$ cat src/rtl/srp_pkg.sv
// Package of constants shared by both ends of the serial register port
package srp_pkg;
   localparam int SRP_BYTE_BITS = 8; // Bits per byte on the link
   localparam int SRP_ADDR_BITS = 6; // Address field of the command byte
   localparam int SRP_DATA_BITS = 24; // Widest register
   localparam int SRP_DIR_BIT = 7; // Command bit that marks a write
   localparam int SRP_CLK_MHZ = 100; // pclk rate
   localparam int SRP_BYTE_SPACING_US = 4; // byte_spacing_time
   localparam int SRP_WRITE_TO_READ_US = 4; // write_to_read_gap
   localparam int SRP_BYTE_SPACING_CYC = SRP_BYTE_SPACING_US * SRP_CLK_MHZ;
   localparam int SRP_WRITE_TO_READ_CYC = SRP_WRITE_TO_READ_US * SRP_CLK_MHZ;
   localparam int SRP_COMMIT_CYC = 4; // Internal byte commit delay
   localparam int SRP_SCLK_HALF = 4; // Host divider: half period in pclk cycles
   localparam int SRP_MODE_WAVE_LO = 13; // Waveform source select field
   localparam int SRP_MODE_WAVE_HI = 14;
   // Register map
   localparam logic [5:0] SRP_ADDR_WAVEFORM = 6'h01;
   localparam logic [5:0] SRP_ADDR_ACT_EN = 6'h02;
   localparam logic [5:0] SRP_ADDR_ACT_EN_RC = 6'h03;
   localparam logic [5:0] SRP_ADDR_LINE_ACT = 6'h04;
   localparam logic [5:0] SRP_ADDR_APP_EN = 6'h05;
   localparam logic [5:0] SRP_ADDR_APP_EN_RC = 6'h06;
   localparam logic [5:0] SRP_ADDR_LINE_APP = 6'h07;
   localparam logic [5:0] SRP_ADDR_LINE_REACT = 6'h08;
   localparam logic [5:0] SRP_ADDR_MODE = 6'h09;
   localparam logic [15:0] SRP_MODE_RESET = 16'h000c;
   // Host APB register offsets
   localparam logic [7:0] SRP_APB_CMD = 8'h00; // [7:0] command, [8] start
   localparam logic [7:0] SRP_APB_WDATA = 8'h04; // Write data, right justified
   localparam logic [7:0] SRP_APB_RDATA = 8'h08; // Read data
   localparam logic [7:0] SRP_APB_STATUS = 8'h0c; // [0] busy
   localparam logic [7:0] SRP_APB_LEN = 8'h10; // Byte count 1..3
   localparam int SRP_START_BIT = 8;
   // Byte width of a register
   function automatic logic [1:0] srp_len(input logic [5:0] a);
      srp_len = (a == SRP_ADDR_MODE) ? 2'h2 : 2'h3;
   endfunction
endpackage

$ cat src/rtl/srp_link_if.sv
// Interface carrying the four serial link wires between host and device
`timescale 1ns/1ps
interface srp_link_if;
   logic sclk; // Serial clock from host
   logic cs_n; // Chip select, active low
   logic din; // Host to device data
   logic dout; // Device output value
   logic dout_oe; // Device drives dout
   logic dout_wire; // Line as the host sees it
   // Released line shows the inverse, so a late sample is caught
   assign dout_wire = dout_oe ? dout : ~dout;
   modport device (input sclk, input cs_n, input din, output dout, output dout_oe);
   modport host (output sclk, output cs_n, output din, input dout_wire);
endinterface

$ cat src/rtl/srp_device.sv
// Device end: serial slave with metering register file
//
// Chosen here: the serial register port.
`timescale 1ns/1ps
module srp_device
   import srp_pkg::*;
(
   input wire logic pclk,
   input wire logic presetn,
   srp_link_if.device link,
   input wire logic [23:0] wave_current, // Current channel sample
   input wire logic [23:0] wave_voltage, // Voltage channel sample
   input wire logic [23:0] wave_power, // Active power sample
   input wire logic [23:0] active_power, // Added per energy tick
   input wire logic [23:0] apparent_power,
   input wire logic [23:0] reactive_power,
   input wire logic energy_tick, // Accumulation enable pulse
   input wire logic half_cycle, // Line half cycle pulse
   input wire logic [15:0] half_cycle_count, // Half cycles per line window
   output logic [15:0] operating_mode_q // Mode register contents
);
   typedef enum logic [1:0] {
      SRP_ST_CMD = 2'b00, // Awaiting command byte
      SRP_ST_WR = 2'b01, // Shifting write data
      SRP_ST_RD = 2'b10, // Shifting read data
      SRP_ST_DONE = 2'b11 // Write complete, back to command state next cycle
   } srp_state_type;

   // Pin synchronisers
   logic [1:0] sclk_s_q, cs_s_q, din_s_q;
   logic sclk_q, cs_q; // Delayed copies for edges
   always_ff @(posedge pclk or negedge presetn) begin
      if (!presetn) begin
         sclk_s_q <= 2'b11; // Idle high, so no false edge after reset
         cs_s_q <= 2'b11;
         din_s_q <= 2'b00;
         sclk_q <= 1'b1;
         cs_q <= 1'b1;
      end else begin
         sclk_s_q <= {sclk_s_q[0], link.sclk};
         cs_s_q <= {cs_s_q[0], link.cs_n};
         din_s_q <= {din_s_q[0], link.din};
         sclk_q <= sclk_s_q[1];
         cs_q <= cs_s_q[1];
      end
   end
   logic sclk_rise, sclk_fall, cs_fall, cs_rise, selected;
   assign sclk_rise = sclk_s_q[1] & ~sclk_q;
   assign sclk_fall = ~sclk_s_q[1] & sclk_q;
   assign cs_fall = ~cs_s_q[1] & cs_q;
   assign cs_rise = cs_s_q[1] & ~cs_q;
   assign selected = ~cs_s_q[1];

   srp_state_type state_q;
   logic [7:0] cmd_q; // Command shift stage
   logic [7:0] wbyte_q; // Write byte shift stage
   logic [2:0] bit_q; // Bit within byte
   logic [1:0] byte_q; // Bytes left
   logic [5:0] addr_q; // Latched address
   logic [23:0] rshift_q; // Read shifter
   logic [4:0] rbits_q; // Read bits left
   logic clr_rc_q; // Clear-on-read request pulse
   logic commit_q; // Committed byte pending
   logic [7:0] commit_data_q;
   logic [1:0] commit_idx_q; // Byte lane, 0 = least
   logic [$clog2(SRP_COMMIT_CYC+1)-1:0] commit_cnt_q;
   logic [23:0] waveform_q, aen_q, aen_rc_q, laen_q, vaen_q, vaen_rc_q, lvaen_q, lvaren_q;

   // Read mux of the register file
   function automatic logic [23:0] srp_read(input logic [5:0] a);
      case (a)
         SRP_ADDR_WAVEFORM: srp_read = waveform_q;
         SRP_ADDR_ACT_EN: srp_read = aen_q;
         SRP_ADDR_ACT_EN_RC: srp_read = aen_rc_q;
         SRP_ADDR_LINE_ACT: srp_read = laen_q;
         SRP_ADDR_APP_EN: srp_read = vaen_q;
         SRP_ADDR_APP_EN_RC: srp_read = vaen_rc_q;
         SRP_ADDR_LINE_APP: srp_read = lvaen_q;
         SRP_ADDR_LINE_REACT: srp_read = lvaren_q;
         SRP_ADDR_MODE: srp_read = {8'h00, operating_mode_q};
         default: srp_read = 24'h000000;
      endcase
   endfunction

   // Serial protocol engine
   always_ff @(posedge pclk or negedge presetn) begin
      if (!presetn) begin
         state_q <= SRP_ST_CMD;
         cmd_q <= 8'h00;
         wbyte_q <= 8'h00;
         bit_q <= 3'h0;
         byte_q <= 2'h0;
         addr_q <= 6'h00;
         rshift_q <= 24'h000000;
         rbits_q <= 5'h00;
         clr_rc_q <= 1'b0;
         commit_q <= 1'b0;
         commit_data_q <= 8'h00;
         commit_idx_q <= 2'h0;
         link.dout <= 1'b0;
         link.dout_oe <= 1'b0;
      end else begin
         clr_rc_q <= 1'b0;
         commit_q <= 1'b0;
         if (cs_fall) begin
            state_q <= SRP_ST_CMD;
            bit_q <= 3'h0;
         end else if (cs_rise || !selected) begin
            link.dout_oe <= 1'b0;
            state_q <= SRP_ST_CMD;
            bit_q <= 3'h0; // Partial write byte dropped
         end else begin
            case (state_q)
               SRP_ST_CMD: if (sclk_fall) begin
                  cmd_q <= {cmd_q[6:0], din_s_q[1]};
                  bit_q <= bit_q + 3'h1;
                  if (bit_q == 3'h7) begin
                     addr_q <= {cmd_q[SRP_ADDR_BITS-2:0], din_s_q[1]};
                     byte_q <= srp_len({cmd_q[SRP_ADDR_BITS-2:0], din_s_q[1]});
                     if (cmd_q[SRP_DIR_BIT-1]) begin
                        state_q <= SRP_ST_WR;
                     end else begin
                        // Snapshot whole register for a stable read
                        rshift_q <= srp_read({cmd_q[SRP_ADDR_BITS-2:0], din_s_q[1]}) <<
                           (5'd8 * (5'd3 - {3'h0, srp_len({cmd_q[SRP_ADDR_BITS-2:0], din_s_q[1]})}));
                        rbits_q <= {srp_len({cmd_q[SRP_ADDR_BITS-2:0], din_s_q[1]}), 3'h0};
                        state_q <= SRP_ST_RD;
                     end
                  end
               end
               SRP_ST_WR: if (sclk_fall) begin
                  wbyte_q <= {wbyte_q[6:0], din_s_q[1]};
                  bit_q <= bit_q + 3'h1;
                  if (bit_q == 3'h7) begin
                     commit_q <= 1'b1; // Hand byte to commit stage
                     commit_data_q <= {wbyte_q[6:0], din_s_q[1]};
                     commit_idx_q <= byte_q - 2'h1; // First byte is most significant
                     byte_q <= byte_q - 2'h1;
                     if (byte_q == 2'h1) state_q <= SRP_ST_DONE;
                  end
               end
               SRP_ST_RD: begin
                  if (sclk_rise && rbits_q != 5'h00) begin
                     link.dout_oe <= 1'b1;
                     link.dout <= rshift_q[SRP_DATA_BITS-1];
                     rshift_q <= {rshift_q[SRP_DATA_BITS-2:0], 1'b0};
                     rbits_q <= rbits_q - 5'h01;
                  end else if (sclk_fall && rbits_q == 5'h00) begin
                     link.dout_oe <= 1'b0;
                     clr_rc_q <= 1'b1;
                     state_q <= SRP_ST_CMD;
                     bit_q <= 3'h0;
                  end
               end
               SRP_ST_DONE: begin
                  state_q <= SRP_ST_CMD; // Next command byte follows
                  bit_q <= 3'h0;
               end
               default: state_q <= SRP_ST_CMD;
            endcase
         end
      end
   end

   // Commit stage: finite delay before the byte reaches the register
   logic wr_go;
   assign wr_go = commit_cnt_q == 1;
   always_ff @(posedge pclk or negedge presetn) begin
      if (!presetn) begin
         commit_cnt_q <= '0;
      end else if (commit_q) begin
         commit_cnt_q <= ($clog2(SRP_COMMIT_CYC+1))'(SRP_COMMIT_CYC);
      end else if (commit_cnt_q != 0) begin
         commit_cnt_q <= commit_cnt_q - 1'b1;
      end
   end

   // Mode register, first byte to bits 15:8, second byte to bits 7:0
   always_ff @(posedge pclk or negedge presetn) begin
      if (!presetn) begin
         operating_mode_q <= SRP_MODE_RESET;
      end else if (wr_go && addr_q == SRP_ADDR_MODE) begin
         if (commit_idx_q == 2'h1) operating_mode_q[15:8] <= commit_data_q;
         else if (commit_idx_q == 2'h0) operating_mode_q[7:0] <= commit_data_q;
      end
   end

   // Waveform source chosen by mode bits 14:13
   always_ff @(posedge pclk or negedge presetn) begin
      if (!presetn) begin
         waveform_q <= 24'h000000;
      end else begin
         case (operating_mode_q[SRP_MODE_WAVE_HI:SRP_MODE_WAVE_LO])
            2'b00: waveform_q <= wave_power;
            2'b10: waveform_q <= wave_current;
            2'b11: waveform_q <= wave_voltage;
            default: waveform_q <= 24'h000000;
         endcase
      end
   end

   // Running and clear-on-read energy accumulators
   logic rd_rc_a, rd_rc_va;
   assign rd_rc_a = clr_rc_q && addr_q == SRP_ADDR_ACT_EN_RC;
   assign rd_rc_va = clr_rc_q && addr_q == SRP_ADDR_APP_EN_RC;
   always_ff @(posedge pclk or negedge presetn) begin
      if (!presetn) begin
         aen_q <= 24'h000000;
         vaen_q <= 24'h000000;
         aen_rc_q <= 24'h000000;
         vaen_rc_q <= 24'h000000;
      end else begin
         if (energy_tick) aen_q <= aen_q + active_power;
         if (energy_tick) vaen_q <= vaen_q + apparent_power;
         // A tick in the clear cycle starts the new total
         if (rd_rc_a) aen_rc_q <= energy_tick ? active_power : 24'h000000;
         else if (energy_tick) aen_rc_q <= aen_rc_q + active_power;
         if (rd_rc_va) vaen_rc_q <= energy_tick ? apparent_power : 24'h000000;
         else if (energy_tick) vaen_rc_q <= vaen_rc_q + apparent_power;
      end
   end

   // Line accumulation over half_cycle_count half cycles
   logic [15:0] hc_q;
   logic [23:0] la_acc_q, lva_acc_q, lvar_acc_q;
   always_ff @(posedge pclk or negedge presetn) begin
      if (!presetn) begin
         hc_q <= 16'h0000;
         la_acc_q <= 24'h000000;
         lva_acc_q <= 24'h000000;
         lvar_acc_q <= 24'h000000;
         laen_q <= 24'h000000;
         lvaen_q <= 24'h000000;
         lvaren_q <= 24'h000000;
      end else if (half_cycle && hc_q + 16'h0001 >= half_cycle_count) begin
         hc_q <= 16'h0000; // Window closes: publish totals
         laen_q <= la_acc_q;
         lvaen_q <= lva_acc_q;
         lvaren_q <= lvar_acc_q;
         la_acc_q <= 24'h000000;
         lva_acc_q <= 24'h000000;
         lvar_acc_q <= 24'h000000;
      end else begin
         if (half_cycle) hc_q <= hc_q + 16'h0001;
         if (energy_tick) begin
            la_acc_q <= la_acc_q + active_power;
            lva_acc_q <= lva_acc_q + apparent_power;
            lvar_acc_q <= lvar_acc_q + reactive_power;
         end
      end
   end
endmodule // srp_device

$ cat src/flat_wrapper.sv
// flat-port wrapper written by rule: the top's interface ports become plain ports
module srp_device_flat import srp_pkg::*;
  (pclk, presetn, wave_current, wave_voltage, wave_power, active_power, apparent_power, reactive_power, energy_tick, half_cycle, half_cycle_count, operating_mode_q, link_sclk, link_cs_n, link_din, link_dout, link_dout_oe);
  srp_link_if link_i ();
  input wire logic pclk;
  input wire logic presetn;
  input wire logic [23:0] wave_current;
  input wire logic [23:0] wave_voltage;
  input wire logic [23:0] wave_power;
  input wire logic [23:0] active_power;
  input wire logic [23:0] apparent_power;
  input wire logic [23:0] reactive_power;
  input wire logic energy_tick;
  input wire logic half_cycle;
  input wire logic [15:0] half_cycle_count;
  output logic [15:0] operating_mode_q;
  input wire logic [$bits(link_i.sclk)-1:0] link_sclk;
  input wire logic [$bits(link_i.cs_n)-1:0] link_cs_n;
  input wire logic [$bits(link_i.din)-1:0] link_din;
  output wire logic [$bits(link_i.dout)-1:0] link_dout;
  output wire logic [$bits(link_i.dout_oe)-1:0] link_dout_oe;
  assign link_i.sclk = link_sclk;
  assign link_i.cs_n = link_cs_n;
  assign link_i.din = link_din;
  assign link_dout = link_i.dout;
  assign link_dout_oe = link_i.dout_oe;
  srp_device u_core (.pclk(pclk), .presetn(presetn), .link(link_i), .wave_current(wave_current), .wave_voltage(wave_voltage), .wave_power(wave_power), .active_power(active_power), .apparent_power(apparent_power), .reactive_power(reactive_power), .energy_tick(energy_tick), .half_cycle(half_cycle), .half_cycle_count(half_cycle_count), .operating_mode_q(operating_mode_q));
endmodule
$ cat config.mk
export PLATFORM = sky130hd
export DESIGN_NAME = srp_device_flat
export DESIGN_NICKNAME = d
export VERILOG_FILES = /design/src/rtl/srp_pkg.sv /design/src/rtl/srp_link_if.sv /design/src/rtl/srp_device.sv /design/src/flat_wrapper.sv
export SDC_FILE = /design/constraint.sdc
export NUM_CORES = 1
export LEC_CHECK = 0
export BUFFER_PORTS_ARGS = -buffer_cell sky130_fd_sc_hd__buf_2
export CORE_AREA = 4 4 217 219
export DETAILED_ROUTE_END_ITERATION = 12
export DIE_AREA = 0 0 221 223
export GPL_TIMING_DRIVEN = 1
export PLACE_DENSITY = 0.71
export SLEW_MARGIN = 25
export SYNTH_ARGS = -nofsm -noshare
export SYNTH_HDL_FRONTEND = slang
export SYNTH_SLANG_ARGS = --single-unit
$ cat constraint.sdc
create_clock -name pclk -period 6.5 [get_ports pclk]
set_input_delay 0 -clock pclk [delete_from_list [all_inputs] [get_ports pclk]]
set_output_delay 0 -clock pclk [all_outputs]
set_load 0.005 [all_outputs]
# == After elaboration in Yosys (flattened, before gate mapping) ==
# Index checks and enable logic that the tools add are counted.
# Widths: inputs -> output; s select.
# word_totals
reg_bits,377
in_bits,167
output_inout_bits,18
wordCells,201
# classes
addsub,13
muxes,71
bitwise_logic,11
n_shift,1
eq_ne,35
n_lt_le_gt_ge,1
n_reduce_logical,35
# op_table
operator,n
$mux 24,22
$pmux 24 s9,1
$add 24x24->24,7
$pmux 24 s3,1
$pmux 24 s2,1
$mux 16,2
$eq 6x3->1 const B,5
$mux 2,14
$ne 4x1->1 const B,7
$shl 24x5->24,1
$mux 3,7
$reduce_and 7->1,3
$mux 5,4
$eq 6x2->1 const B,3
$eq 6x4->1 const B,3
$add 16x1->16 const B,1
$ge 16x16->1,1
$reduce_bool 2->1,8
$mux 1,15
$reduce_and 4->1,3
$ne 2x1->1 const B,5
$pmux 5 s2,1
$reduce_and 5->1,2
$pmux 3 s3,1
other kinds (25),49

# == Logic depth before layout (Yosys ltp) ==
# logic_depth
word_depth,13
ltp_mapped,19
ltp_nobuf,16

# == Worst setup path before layout ==
# No wires, ideal clock.
# synth_timing
path_kind,reg-to-reg
start,reg u_core.hc_q[0]
end,reg u_core.laen_q[10]
arrival_ns,3.600
setup_ns,0.125
path_slack_ns,2.775
synth_period_minus_slack_ns,3.725
required_time_ns,6.375
path_stages_with_launch,18
path_buffers,3
cell_sequence,dfrtp_1 ha_1 and3_1 and3_1 clkbuf_1 nand3_1 xnor2_1 ha_1 nor2b_1 o21ai_0 a21boi_0 o21a_1 or4_1 a21o_1 and2_1 clkbuf_1 clkbuf_1 mux2_2
# synth_via
elab_chain_len,3
# synth_rtl
element,line,source
from (decl),srp_device.sv:224,logic [15:0] hc_q;
from (signal assigned),srp_device.sv:244,if (half_cycle) hc_q <= hc_q + 16'h0001;
$add 16x1->16,srp_device.sv:235,end else if (half_cycle && hc_q + 16'h0001 >= half_cycle_count) begin
$ge 16x16->1,srp_device.sv:235,
$logic_and 1x1->1,srp_device.sv:235,
to (signal assigned),srp_device.sv:237,laen_q <= la_acc_q;
to (decl),srp_device.sv:67,"logic [23:0] waveform_q, aen_q, aen_rc_q, laen_q, vaen_q, vaen_rc_q, lvaen_q, lvaren_q;"
# Every way passes these cells.
# A chain may end at the register's enable or synchronous reset.

# == Worst setup path in the final report ==
# layout_timing
start,reg u_core.hc_q[0]
end,reg u_core.lvar_acc_q[14]
# layout_via
elab_chain_len,4
elab_cells_between_ends,5
classes_between,add/sub (1); order compare (1); mux (1); reduce/logical (2)
# layout_rtl
element,line,source
$add 16x1->16 *,srp_device.sv:235,
$ge 16x16->1 *,srp_device.sv:235,
$logic_and 1x1->1 *,srp_device.sv:235,
$mux 24 / $reduce_bool 2->1 (equally long branches),--,
to (signal assigned),srp_device.sv:248,lvar_acc_q <= lvar_acc_q + reactive_power;
to (decl),srp_device.sv:225,"logic [23:0] la_acc_q, lva_acc_q, lvar_acc_q;"
# Every way passes the cells marked *; elsewhere a longest branch is shown, timed or not.

==> impl_summary.md <==
Floorplanning
In this run the core area contains 78 standard-cell rows. The height of the die is ~220 um. The core region is roughly 45000 sq um. The floorplan die area is between 40000 and 50000 sq um.

The initial utilization of the core area, before any placement, comes to 54.3%. The count of pins on the block boundary is ~190. The width of the die is between 200 and 250 um.

Min path
The class of the tightest hold or removal check is in2async.

Synth
The synthesis warning total is 0. The synthesized area divided by synthesized cell count is ~9.7 sq um. Counting distinct cell types in the post-synthesis netlist gives 84. The count of state elements after synthesis is roughly 380.

Of all flip-flops after synthesis, the portion carrying an async set or reset was 100%. The cell area that synthesis handed to floorplanning was ~25000 sq um. The number of flops mapped to enable cells by yosys is 0.

In the synthesized netlist the dominant register cell turns out to be dfrtp_1. The share of the Yosys chip area taken by registers is 38.5%. The number of cells produced by synthesis is roughly 2500. The post-synth net total is roughly 2900.

STA
Measured against its own limit, the worst slew margin works out to approximately 28%. Setup repair after global routing left no endpoint under its margin. Counting I/O delays and the setup requirement, the final critical path takes about 4700 ps. Setup violations remaining at the end of the flow were counted as 0. Summed over all failing endpoints, the final setup total negative slack is 0 ps. Based on the critical path, the design can be clocked at up to around 210 MHz. The count of pins over their slew limit is 0. The post-route clock skew is about 19 ps. The post-route fraction of the period consumed by the critical path is between 70% and 80%. The smallest hold slack is ~38 ps. The count of endpoints failing hold in the final timing report is 0. The transition time of the tightest slew-check pin is ~1100 ps.

Layout
The net count of the finished layout is ~3200. The post-route netlist has ~17% of its cells at a drive strength greater than 1. The number of filler cells placed in the layout is around 3800. Cells fill about 63% of the core in the end. Leaving out fill and tap cells, the most frequent cell in the layout is dfrtp_1. The combined flip-flop and latch cell area is ~9400 sq um. The finished cells cover 28600 sq um.

The area overhead of the layout relative to synthesis is 16.7%. The multi-input logic area is 14300 sq um. The top cell types in the final layout, fill and taps aside, are 368 x dfrtp_1, 208 x nand2_1, 186 x ha_1.

Global routing
The largest net degree at the start of global routing is 153. The via count of the first global-routing pass is 20900. Summed over all layers, the global routing overflow is 0. The wire length of the first global-routing pass is approximately 120000 um. The initial antenna violation count was 2. Global routing used roughly 29% of the available tracks across all layers.

Drt
The total via count in the routed design is roughly 21000. Before antenna repair, the detailed router went through 7 iterations. The remaining design rule violation count is 0. The count of nets left with antenna violations once routing finished came out at 0. In the routed layout, each cell is associated on average with a via count of 6.19. The average wire per cell in the routed design is between 20 and 25 um. The final layout contains routed wiring with a total length of around 73000 um. In this run, the number of DRC markers left after iteration 0 of detailed routing was roughly 2000.

Critical path
Walking the worst path, the cells encountered are ha_1, and3_1, and3_1, nand3_1, xnor2_1, ha_1, nor2b_1, o21ai_0, a21boi_0, o21a_1, or4_1, a21o_1, and2_4, buf_12, nand2b_1, o22ai_1. Of all nets on the critical path, the largest fanout is between 80 and 90. The kind of cell with the highest combined delay on the critical path is simple AND/OR/NAND/NOR gates. The element type at the critical path start is a flip-flop.

The endpoint class of the critical path is a flip-flop. The startpoint-to-endpoint class of the critical path is reg2reg. The critical path data required time is approximately 7000 ps.

The highest cell delay on the worst timing path is around 470 ps. The signal arrival time at the worst endpoint is 5140 ps. The number of buffers and inverters on the critical path is 1. The slowest stage cell on the critical path is or4_1.

CTS
The number of hold buffers added after CTS was about 120. The sink count of the clock tree is ~380. The clock transition at the registers of the reported paths is around 60 ps. The total of cells resized after clock tree synthesis is 0.

The total clock buffers created by CTS is 43. The post-CTS setup buffer count is 0. The clock latency on the worst-skew pair is between 500 and 600 ps. The clock passes through at most 3 buffers. CTS built an H-tree with a depth of 2. Clock tree synthesis selected as its root buffer the cell clkbuf_16. TritonCTS built the clock tree.

Pwr
The worst supply voltage drop on vdd is between 0.0002 and 0.00025 V. The leakage power of the design is roughly 13 nW. Power spread over the standard cell area amounts to approximately 440 nW/um^2.

Run
Max-cap violations in this run came to 0.

Placement
The count of buffers inserted at the top-level ports is ~180. Routability-driven placement finished with a final weighted congestion of 0.950. After legalization and detailed placement, the total HPWL measured 53100 um. The instance area at placement is between 20000 and 30000 sq um.

Run status
The flow ran to the end, and the final reports show no timing, DRC or antenna violations.
Yosys cell counts, drive strengths merged (8+ instances only):
| library cell | count | share of area (%) |
|---|---|---|
| or3 | 12 | 0.31 |
| nand4 | 12 | 0.31 |
| a31oi | 33 | 0.84 |
| o21ai | 184 | 3.8 |
| a221oi | 32 | 1.1 |
| o21bai | 15 | 0.46 |
| dfrtp | 369 | 38 |
| inv | 78 | 1.2 |
| mux2i | 84 | 3.4 |
| nor3 | 33 | 0.67 |
| o31ai | 23 | 0.73 |
| ha | 186 | 9.5 |
| mux2 | 154 | 7.1 |
| a22oi | 45 | 1.4 |
| nor2 | 176 | 2.7 |
| a21o | 67 | 2.1 |
| a2111oi | 9 | 0.63 |
| xor2 | 53 | 1.9 |
| nand2 | 208 | 3.2 |
| nand2b | 37 | 0.94 |
| o2111ai | 9 | 0.32 |
| dfstp | 8 | 0.86 |
| a211oi | 21 | 0.64 |
| nor2b | 27 | 0.69 |
| o211ai | 21 | 0.64 |
| clkbuf | 98 | 1.7 |
| o22ai | 15 | 0.38 |
| nand3 | 65 | 1.3 |
| a21oi | 172 | 3.5 |
| buf | 12 | 0.20 |
| and3 | 25 | 0.65 |
| xnor2 | 97 | 3.5 |
| a22o | 20 | 0.71 |
| o21a | 31 | 0.95 |
cell type report:
type                            instances  share of cell area, %
Inverter                               79                   1.04
Tap cell                              600                   2.63
Clock inverter                         14                  0.661
Sequential cell                       377                   33.0
Antenna cell                            1                0.00876
Timing Repair Buffer                  320                   7.99
Multi-Input combinational cell       1973                   50.1
Clock buffer                           63                   4.49
stage by stage:
stage | cells | setup WS (ps) | power, mW
after floorplan | 2539 | 2780 | 8.34
after global placement | 3234 | 1950 | 9.63
after detailed placement | 3234 | 1900 | 9.87
after CTS | 3426 | 1890 | 12.5
after global routing | 3426 | 1460 | 13.5
final | 3427 | 1840 | 12.6
path summary, 6_finish.rpt:
| check | end | startpoint | cells after the start | slack [ps] |
|---|---|---|---|---|
| min | u_core.hc_q[10] | presetn | 2 | 40 |
| max in group asynchronous | u_core.operating_mode_q[14] | presetn | 3 | 5020 |
| max reg2reg | u_core.lvar_acc_q[14] | u_core.hc_q[0] | 16 | 1840 |
| min in group pclk | u_core.lvar_acc_q[17] | reactive_power[17] | 5 | 40 |
| min reg2reg | u_core.din_s_q[1] | u_core.din_s_q[0] | 0 | 350 |
| max | u_core.lvar_acc_q[14] | u_core.hc_q[0] | 16 | 1840 |
cells by family (layout without fill, tap and decap cells):
logic type	count (synthesis)	count (layout)	synth area share (%)
AOI/OAI and AO/OA	753	753	20.3
muxes	238	238	10.5
and+or+nand+nor	639	639	12.1
adders and majority gates	193	193	10.1
xor gates and xnor gates	150	150	5.36
buffers and inverters	189	476	3.11
DFF	377	377	38.5
other	0	1	0
layer usage:
layer / track usage (%) / vias to the layer above / share of wire, %
li1: - / 9862 / -
met1: 41.2 / 10400 / 44
met2: 46.8 / 760 / 46
met3: 4.55 / 137 / 6.7
met4: 9.16 / 2 / 3.0
met5: 0 / - / 0.018
where the power goes:
part,leakage [nW],switching (mW),total (mW),internal [mW]
sequential,4.71,0.855,4.01,3.16
clock,0.732,1.03,2.56,1.53
combinational,7.82,3.20,6.03,2.83
total,13.3,5.08,12.6,7.52
(Power assumes the default switching activity.)
